--- src/verilog/dbfc_map.vh ---
// timing and field constants for the dual bank flash host controller
`ifndef DBFC_MAP_VH
`define DBFC_MAP_VH
// command codes for the host user port
`define DBFC_CMD_READ 2'h0
`define DBFC_CMD_WRITE 2'h1
`define DBFC_CMD_RESET 2'h2
// bank select bit position in the word address
`define DBFC_BANK_BIT 17
// clock period and times in ns
`define DBFC_CLK_NS 4
`define DBFC_ACC_NS 70
`define DBFC_OE_NS 30
`define DBFC_WP_NS 35
`define DBFC_SETUP_NS 8
`define DBFC_RP_NS 500
`define DBFC_RH_NS 50
`define DBFC_SLEEP_EXTRA_NS 30
// cycle counts: least times round up
`define DBFC_CYC_UP(t) (((t) + `DBFC_CLK_NS - 1) / `DBFC_CLK_NS)
`endif

--- src/verilog/dbfc_ctrl.v ---
// host side controller that drives the flash strobes, address and data
// Behaviour
// - read: select and output low, write high
// - write: write and select low, output high
// - short program mode needs two writes
// - host restarts operations cut by reset; the controller does not, the user re-issues them
// - wait recovery time after reset release
`timescale 1ns/1ps
`include "dbfc_map.vh"
module dbfc_ctrl #(
   parameter AW = 18,
   parameter RP_CYC = `DBFC_CYC_UP(`DBFC_RP_NS),
   parameter RH_CYC = `DBFC_CYC_UP(`DBFC_RH_NS)
) (
   input wire sys_clk, // 250 MHz clock
   input wire nrst, // async reset, active low
   input wire req_valid, // user request strobe
   input wire [1:0] req_cmd, // read, write or reset
   input wire [AW-1:0] req_addr, // word address
   input wire req_lsb, // byte lane address in byte mode
   input wire [15:0] req_wdata, // write data
   input wire word_mode, // 1 word, 0 byte width
   output reg req_ready, // idle and may take request
   output reg rsp_valid, // read data pulse
   output reg [15:0] rsp_rdata, // read data
   output reg bank_busy, // ready_busy_n seen low
   output reg [AW-1:0] fl_addr, // flash address pins
   output reg fl_ce_n, // chip enable
   output reg fl_oe_n, // output enable
   output reg fl_we_n, // write enable
   output reg fl_reset_n, // hardware reset pin
   output reg fl_word, // width select pin
   output reg [15:0] fl_dq_out, // data pins out
   output reg fl_dq_lo_oe, // enable for data lines 0..7
   output reg fl_dq_hi_oe, // enable for lines 8..14
   output reg fl_top_oe, // enable for top_data_line
   input wire [15:0] fl_dq_in, // data pins in
   input wire ready_busy_n // device ready/busy
);
   localparam ST_IDLE = 3'h0;
   localparam ST_RD = 3'h1;
   localparam ST_WR = 3'h2;
   localparam ST_WHOLD = 3'h3;
   localparam ST_RST = 3'h4;
   localparam ST_RWAIT = 3'h5;
   localparam ST_REC = 3'h6;
   localparam TW = 10;
   localparam integer ACC_N = `DBFC_CYC_UP(`DBFC_ACC_NS);
   localparam integer WP_N = `DBFC_CYC_UP(`DBFC_WP_NS);
   localparam integer SU_N = `DBFC_CYC_UP(`DBFC_SETUP_NS);
   localparam integer RP_N = RP_CYC;
   localparam integer RH_N = RH_CYC;
   // counts cut to the timer width on purpose
   localparam [TW-1:0] ACC_CYC = ACC_N[TW-1:0];
   localparam [TW-1:0] WP_CYC = WP_N[TW-1:0];
   localparam [TW-1:0] SU_CYC = SU_N[TW-1:0];
   localparam [TW-1:0] RPC = RP_N[TW-1:0];
   localparam [TW-1:0] RHC = RH_N[TW-1:0];

   reg [2:0] state_reg;
   reg tload;
   reg [TW-1:0] tcount;
   wire tdone;

   dbfc_timer #(.W(TW)) u_tmr (
      .sys_clk(sys_clk),
      .nrst(nrst),
      .load(tload),
      .count(tcount),
      .done(tdone)
   );

   // main sequencer; reads wait the full select access time each cycle
   // since the host cannot tell standby or sleep from active
   always @(posedge sys_clk or negedge nrst) begin
      if (!nrst) begin
         // power-up also gives the flash a full reset pulse and recovery,
         // since the system reset alone may be shorter than the minimum
         state_reg <= ST_RST;
         tload <= 1'b1;
         tcount <= RPC;
         req_ready <= 1'b0;
         rsp_valid <= 1'b0;
         rsp_rdata <= 16'h0000;
         bank_busy <= 1'b0;
         fl_addr <= {AW{1'b0}};
         fl_ce_n <= 1'b1;
         fl_oe_n <= 1'b1;
         fl_we_n <= 1'b1;
         fl_reset_n <= 1'b0;
         fl_word <= 1'b1;
         fl_dq_out <= 16'h0000;
         fl_dq_lo_oe <= 1'b0;
         fl_dq_hi_oe <= 1'b0;
         fl_top_oe <= 1'b0;
      end else begin
         tload <= 1'b0;
         rsp_valid <= 1'b0;
         bank_busy <= ~ready_busy_n;
         case (state_reg)
            ST_IDLE: begin
               fl_reset_n <= 1'b1;
               fl_ce_n <= 1'b1;
               fl_oe_n <= 1'b1;
               fl_we_n <= 1'b1;
               fl_dq_lo_oe <= 1'b0;
               fl_dq_hi_oe <= 1'b0;
               fl_top_oe <= 1'b0;
               req_ready <= 1'b1;
               if (req_valid && req_ready) begin
                  req_ready <= 1'b0;
                  fl_addr <= req_addr;
                  fl_word <= word_mode;
                  // byte mode: top line carries the low address bit
                  fl_top_oe <= ~word_mode;
                  fl_dq_out <= {req_lsb, 15'h0000};
                  tload <= 1'b1;
                  case (req_cmd)
                     `DBFC_CMD_READ: begin
                        fl_ce_n <= 1'b0;
                        fl_oe_n <= 1'b0;
                        tcount <= ACC_CYC;
                        state_reg <= ST_RD;
                     end
                     `DBFC_CMD_WRITE: begin
                        fl_ce_n <= 1'b0;
                        fl_we_n <= 1'b0;
                        fl_dq_lo_oe <= 1'b1;
                        fl_dq_hi_oe <= word_mode;
                        fl_top_oe <= 1'b1;
                        fl_dq_out <= word_mode ? req_wdata :
                           {req_lsb, 7'h00, req_wdata[7:0]};
                        // one request is one command cycle, so a short
                        // program takes exactly two requests
                        tcount <= WP_CYC;
                        state_reg <= ST_WR;
                     end
                     `DBFC_CMD_RESET: begin
                        fl_reset_n <= 1'b0;
                        fl_top_oe <= 1'b0;
                        tcount <= RPC;
                        state_reg <= ST_RST;
                     end
                     default: begin
                        tload <= 1'b0;
                        req_ready <= 1'b1;
                     end
                  endcase
               end
            end
            ST_RD: begin
               if (tdone) begin
                  // byte mode answers only on the low lanes
                  rsp_rdata <= fl_word ? fl_dq_in :
                     {8'h00, fl_dq_in[7:0]};
                  rsp_valid <= 1'b1;
                  fl_ce_n <= 1'b1;
                  fl_oe_n <= 1'b1;
                  state_reg <= ST_IDLE;
               end
            end
            ST_WR: begin
               if (tdone) begin
                  fl_we_n <= 1'b1; // data held one hold period after
                  tload <= 1'b1;
                  tcount <= SU_CYC;
                  state_reg <= ST_WHOLD;
               end
            end
            ST_WHOLD: begin
               if (tdone) begin
                  fl_ce_n <= 1'b1;
                  fl_dq_lo_oe <= 1'b0;
                  fl_dq_hi_oe <= 1'b0;
                  fl_top_oe <= 1'b0;
                  state_reg <= ST_IDLE;
               end
            end
            ST_RST: begin
               if (tdone) begin
                  fl_reset_n <= 1'b1;
                  state_reg <= ST_RWAIT;
               end
            end
            ST_RWAIT: begin
               // wait for busy to clear, then the recovery interval
               if (ready_busy_n) begin
                  tload <= 1'b1;
                  tcount <= RHC;
                  state_reg <= ST_REC;
               end
            end
            ST_REC: begin
               if (tdone) begin
                  // idle again: the user re-issues any cut operation
                  state_reg <= ST_IDLE;
               end
            end
            default: begin
               state_reg <= ST_IDLE;
            end
         endcase
      end
   end
endmodule // dbfc_ctrl

--- src/verilog/dbfc_timer.v ---
// down counter that reports when a loaded interval has elapsed
`timescale 1ns/1ps
module dbfc_timer #(
   parameter W = 10
) (
   input wire sys_clk, // system clock
   input wire nrst, // async reset, active low
   input wire load, // one-cycle load pulse
   input wire [W-1:0] count, // cycles to wait
   output wire done // high once interval elapsed
);
   reg [W-1:0] cnt_reg;

   // count down to zero, reload on demand
   always @(posedge sys_clk or negedge nrst) begin
      if (!nrst) begin
         cnt_reg <= {W{1'b0}};
      end else if (load) begin
         cnt_reg <= count;
      end else if (cnt_reg != {W{1'b0}}) begin
         cnt_reg <= cnt_reg - {{(W-1){1'b0}}, 1'b1};
      end
   end

   assign done = (cnt_reg == {W{1'b0}}) && !load;
endmodule // dbfc_timer
--- config.mk ---
export PLATFORM = sky130hd
export DESIGN_NAME = dbfc_ctrl
export DESIGN_NICKNAME = d
export VERILOG_FILES = /design/src/verilog/dbfc_ctrl.v /design/src/verilog/dbfc_timer.v
export VERILOG_INCLUDE_DIRS = /design/src /design/src/verilog
export SDC_FILE = /design/constraint.sdc
export NUM_CORES = 1
export LEC_CHECK = 0
export BUFFER_PORTS_ARGS = -buffer_cell sky130_fd_sc_hd__buf_4
export CORE_MARGIN = 2
export CORE_UTILIZATION = 41
export CTS_CLUSTER_DIAMETER = 100
export DETAILED_ROUTE_END_ITERATION = 12
export GPL_TIMING_DRIVEN = 0
export PLACE_DENSITY = 0.78
export SYNTH_ARGS = -nofsm -noshare
export SYNTH_HDL_FRONTEND = slang
export SYNTH_SLANG_ARGS = --single-unit
export TNS_END_PERCENT = 5
--- constraint.sdc ---
create_clock -name sys_clk -period 3.8 [get_ports sys_clk]
set_input_delay 0.38 -clock sys_clk [delete_from_list [all_inputs] [get_ports sys_clk]]
set_output_delay 0.38 -clock sys_clk [all_outputs]
set_load 0.05 [all_outputs]
* Word-level counts from Yosys, hierarchy flattened *
Index checks and enable logic that the tools add are counted.

storage, ports and cells
  register bits = 85
  input port bits = 58
  output and inout bits = 61

operators by class
  $add $sub $neg = 1
  equal/unequal tests = 17
  mux-type cells = 48
  bitwise operators = 2
  reduce and logical (&&, ||, !) cells = 27

operators with widths
  operator                                            count
  one-hot mux 10 bit (3 select lines)                 2
  2-to-1 mux 10 bit                                   5
  2-to-1 mux 16 bit                                   3
  2-to-1 mux 1 bit                                    22
  one-hot mux 1 bit (2 select lines)                  8
  2-to-1 mux 3 bit                                    5
  one-hot mux 3 bit (5 select lines)                  1
  AND reduction 2 bit                                 7
  != test 2 bit, second input constant                6
  nonzero test 2 bit                                  6
  zero test 10 bit                                    1
  nonzero test 10 bit                                 1
  subtractor 10 x 1 -> 10 bit, second input constant  1
  == test 3 bit, second input constant                3
  one-hot mux 3 bit (3 select lines)                  1
  == test 3 x 2 -> 1 bit, second input constant       2
  AND reduction 6 bit                                 1
  OR reduction 3 bit                                  2
  AND reduction 5 bit                                 1
  != test 2 x 1 -> 1 bit, second input constant       2
  != test 4 x 1 -> 1 bit, second input constant       1
  OR reduction 2 bit                                  2
  == test 3 x 1 -> 1 bit, second input constant       1
  zero test 3 bit                                     1
  8 further kinds                                     10

* Longest topological paths before layout *
  word-level depth = 5
  gate-level depth with buffers = 9
  depth with buffers taken out = 6

* By module *
A second synthesis with hierarchy kept.

second synthesis, totals
  cell total of the unflattened synthesis = 394
  area total of the unflattened synthesis = 3597.2 um^2

modules (own cells, without submodules)
  module      instances  cells each  area each (um^2)  seq. area each (um^2)
  dbfc_ctrl   1          323         2980.4            1764.2
  dbfc_timer  1          71          616.8             250.2

* Worst setup path before layout *
No wires, ideal clock.

  path type = register -> register
  from = reg u_tmr.cnt_reg[0]
  to = reg rsp_rdata[5]
  library setup time = 125 ps
  arrival = 2195 ps
  setup slack = 1480 ps
  cell stages (with the launch flop) = 9
  period minus slack after synthesis = 2320 ps
  cell sequence = dfrtp_1 -> inv_1 -> ha_1 -> or3b_1 -> clkbuf_1 -> or4b_4 -> buf_6 -> buf_6 -> mux2_4

between the ends
  longest elaborated chain between the ends = 3

ends and longest elaborated chain
  what                                  RTL line         source
  start, declared                       dbfc_timer.v:12  reg [W-1:0] cnt_reg;
  start signal, assigned                dbfc_timer.v:17  cnt_reg <= {W{1'b0}};
  start signal, assigned                dbfc_timer.v:19  cnt_reg <= count;
  start signal, assigned                dbfc_timer.v:21  cnt_reg <= cnt_reg - {{(W-1){1'b0}}, 1'b1};
  zero test 10 bit                      dbfc_timer.v:25  assign done = (cnt_reg == {W{1'b0}}) && !load;
  logical AND 1 bit                     dbfc_timer.v:25
  AND reduction 2 bit (no source line)  -
  end signal, assigned                  dbfc_ctrl.v:154  rsp_rdata <= fl_word ? fl_dq_in :
  end, declared                         dbfc_ctrl.v:25   output reg [15:0] rsp_rdata,

No other way between the ends.
A chain may end at the register's enable or synchronous reset.

* Final worst setup path *
  from = reg u_tmr.cnt_reg[1]
  to = reg tcount[3]

between the ends
  longest elaborated chain between the ends = 4

ends and longest elaborated chain
  what                                  RTL line         source
  zero test 10 bit                      dbfc_timer.v:25
  logical AND 1 bit                     dbfc_timer.v:25
  != test 2 bit (no source line)        -
  AND reduction 5 bit (no source line)  -
  end signal, assigned                  dbfc_ctrl.v:141  tcount <= RPC;
  end signal, assigned                  dbfc_ctrl.v:166  tcount <= SU_CYC;
  end signal, assigned                  dbfc_ctrl.v:189  tcount <= RHC;
  end, declared                         dbfc_ctrl.v:62   reg [TW-1:0] tcount;

No other way between the ends.

==> flow_summary.yaml <==
cells_and_area:
  drive_gt1_frac: 0.3187
  final_util: 0.5563
  reg_top3: "fl_addr: 18 flops, fl_dq_out: 16 flops, rsp_rdata: 16 flops"
  diodes: 0
  largest_reg_flops: 18
  nNetsFinal: 562
  largest_register: "fl_addr"
  area.growth.synth_to_final_pct: 33.70
synthesis:
  synth_edf_count: 0
  ys_seq_elements: 80
  syn_nets: 433
  synthArstFlopShare: 1.000
  syn_inst: 368
  syn_avg_cell_area_sq_um: 9.717
  yosysWarnings: 0
  ys_seq_area_frac: 0.5633
  syn-cell-area_sq_um: 3576
  ys_types: 51
  post-synth-top-area-cell: "dfrtp_1"
  synth_ff_type: "dfrtp_1"
  synth_top_area_frac: 0.4899
  synthTopCellsByArea: "dfrtp_1 49%, nand2_1 13%, dfstp_2 7.3%"
sta:
  rsz0062_at_grt: "no"
  skew_ns: 0.01108
  period_share: 0.6871
  hold_viol_final: 0
  tns_ns: 0
  drv_slew: 0
  setup_viol: 0
  max_slew_margin: 0.3393
  min_period_ns: 2.611
  hold_ws_ns: 0.1561
  worst_pin_slew_ns: 0.9911
  fmax_mhz: 383.0
clock_network:
  cts.reportedPaths.clkPinSlew_ns: 0.09
  htreeDepth: 3
  hold_buffers: 0
  cts_made_buffers: 9
  clock_sinks: 80
  clkLatencyLatePin_ns: 0.35
  post_cts_resized: 0
  cts_buffer_depth: 2
  cts_tree: "yes"
  postCtsSetupRepairBufs: 0
  cts-root-buf: "clkbuf_8"
setup_path:
  cp.arrival_ns: 2.88
  reg2reg_depth: 7
  crit_end: "tcount[3]"
  cp.required_ns: 4.07
  cp_slowest_stage_delay_ns: 0.67
  crit_chain: "inv_1 -> ha_1 -> or3b_1 -> clkbuf_1 -> nor3_1 -> o2bb2ai_1 -> mux2_2"
  start_kind: "register"
  path_class: "register to register"
  r2r-end: "tcount[3]"
  crit_path_end_kind: "register"
  r2r_start: "u_tmr.cnt_reg[1]"
  ff2ff_setup_slack_ns: 1.19
  crit_start: "u_tmr.cnt_reg[1]"
  path_max_fanout: 7
  worst_path_max_delay_cell: "nor3_1"
global_route:
  antenna_found_initial: 0
  grt_first_pass_wirelength_microns: 14500
  grt_pass1_vias: 3073
  grtUsageTotal: 0.1864
  grt_max_degree: 81
  grt_remaining_overflow: 0
die:
  floorplan.initialDensity: 0.4161
  core_sq_um: 8593
  fp-row-count: 34
  ios: 119
  die_h_microns: 97.39
  dieArea_sq_um: 9485
  die_w_microns: 97.39
routing:
  antenna_left: 0
  drc: 0
  vias: 3098
  wl_per_cell_microns: 14.14
  firstDrtPassIters: 4
  drt_wl_total_microns: 8623
  drt-initial-drc-count: 172
  avgViaCountPerCell: 5.079
min_path:
  hp-class: "primary input to asynchronous set/reset pin"
place:
  dpl.hpwl_microns: 6215
  gp_congestion: 0.8776
  port-buffer-count: 118
power_and_ir_drop:
  p_leak_nw: 2.447
  p_per_area_nw_per_um2: 741.2
  ir_worst_vdd_mv: 0.4174
flow_run:
  drv_cap: 0
status:
  run_status: "finished clean"
-- worst max-delay path, delay by kind of cell, from the launching register on --
family | cells | cell delay (ns)
multiplexers | 1 | 0.35
buffers and inverters | 2 | 0.25
AND/OR/NAND/NOR | 2 | 1.02
AO/OA/AOI/OAI | 1 | 0.33
flip-flops | 1 | 0.40
adder cells (fa/ha/maj) | 1 | 0.19
-- how the worst min path moves through the flow --
| stage | startpoint | end | slack, ns | cells after the start |
|---|---|---|---|---|
| 3_3_place_gp | fl_dq_out[5] | fl_dq_out[5] | 0.45 | 2 |
| 3_5_place_dp | fl_dq_out[10] | fl_dq_out[10] | 0.46 | 2 |
| 6_report | nrst | fl_dq_out[1] | 0.16 | 1 |
| 5_1_grt | ready_busy_n | bank_busy | 0.20 | 2 |
| 2_1_floorplan | nrst | bank_busy | 0.08 | 0 |
| 4_1_cts | ready_busy_n | bank_busy | 0.20 | 2 |
-- per-layer routing --
metal	vias up	share of wire	global-route usage
met1	1462	0.43	0.2464
met3	23	0.067	0.03813
met5	-	0	0
met2	116	0.47	0.2928
met4	0	0.029	0.09295
li1	1497	-	-
-- layout by cell type, fill, tap and decap left out, types with 4 or more instances in the layout --
cell type,count
nand2_1,120
buf_4,118
dfrtp_1,70
nand3_1,21
o21ai_0,19
clkbuf_1,16
clkbuf_8,11
inv_1,10
nor2_1,10
dfstp_2,10
a21oi_1,9
mux2_2,7
ha_1,7
nor3_1,4
-- Yosys cell counts (4+ instances only) --
| master | count |
|---|---|
| nand2_1 | 120 |
| dfrtp_1 | 70 |
| nand3_1 | 21 |
| o21ai_0 | 19 |
| clkbuf_1 | 15 |
| dfstp_2 | 10 |
| inv_1 | 10 |
| nor2_1 | 10 |
| a21oi_1 | 9 |
| ha_1 | 7 |
| mux2_2 | 7 |
| nor3_1 | 4 |
-- final cells by class --
cell class | count | area [sq um]
Tap cell | 108 | 135.1
Fill cell | 755 | 3812
Timing Repair Buffer | 118 | 885.9
Multi-Input combinational cell | 256 | 1418
Inverter | 10 | 37.54
Clock buffer | 12 | 155.1
Buffer | 22 | 106.4
Clock inverter | 4 | 28.78
Sequential cell | 80 | 2014
-- cell families after synthesis --
logic type	Yosys count	synth area share
AOI/OAI and AO/OA	54	0.09903
buffers and inverters	32	0.04024
muxes	13	0.04304
xor gates and xnor gates	3	0.007349
adders and majority gates	7	0.02449
and+or+nand+nor	179	0.2225
DFF	80	0.5633
-- report_power, final --
part	switching, mW	internal (mW)	leakage [nW]
sequential	0.180	1.13	0.955
clock	0.308	0.273	0.0886
combinational	1.12	0.533	1.40
total	1.61	1.94	2.45
-- stage by stage --
stage,area [sq um],worst slack (ns),power (mW),std cells
2_1_floorplan,3576,1.480,2.447,368
3_3_place_gp,4597,1.266,2.935,594
3_5_place_dp,4597,1.203,2.979,594
4_1_cts,4781,1.192,3.566,610
5_1_grt,4781,1.016,3.733,610
6_report,4781,1.189,3.544,610
(Power assumes the default switching activity.)
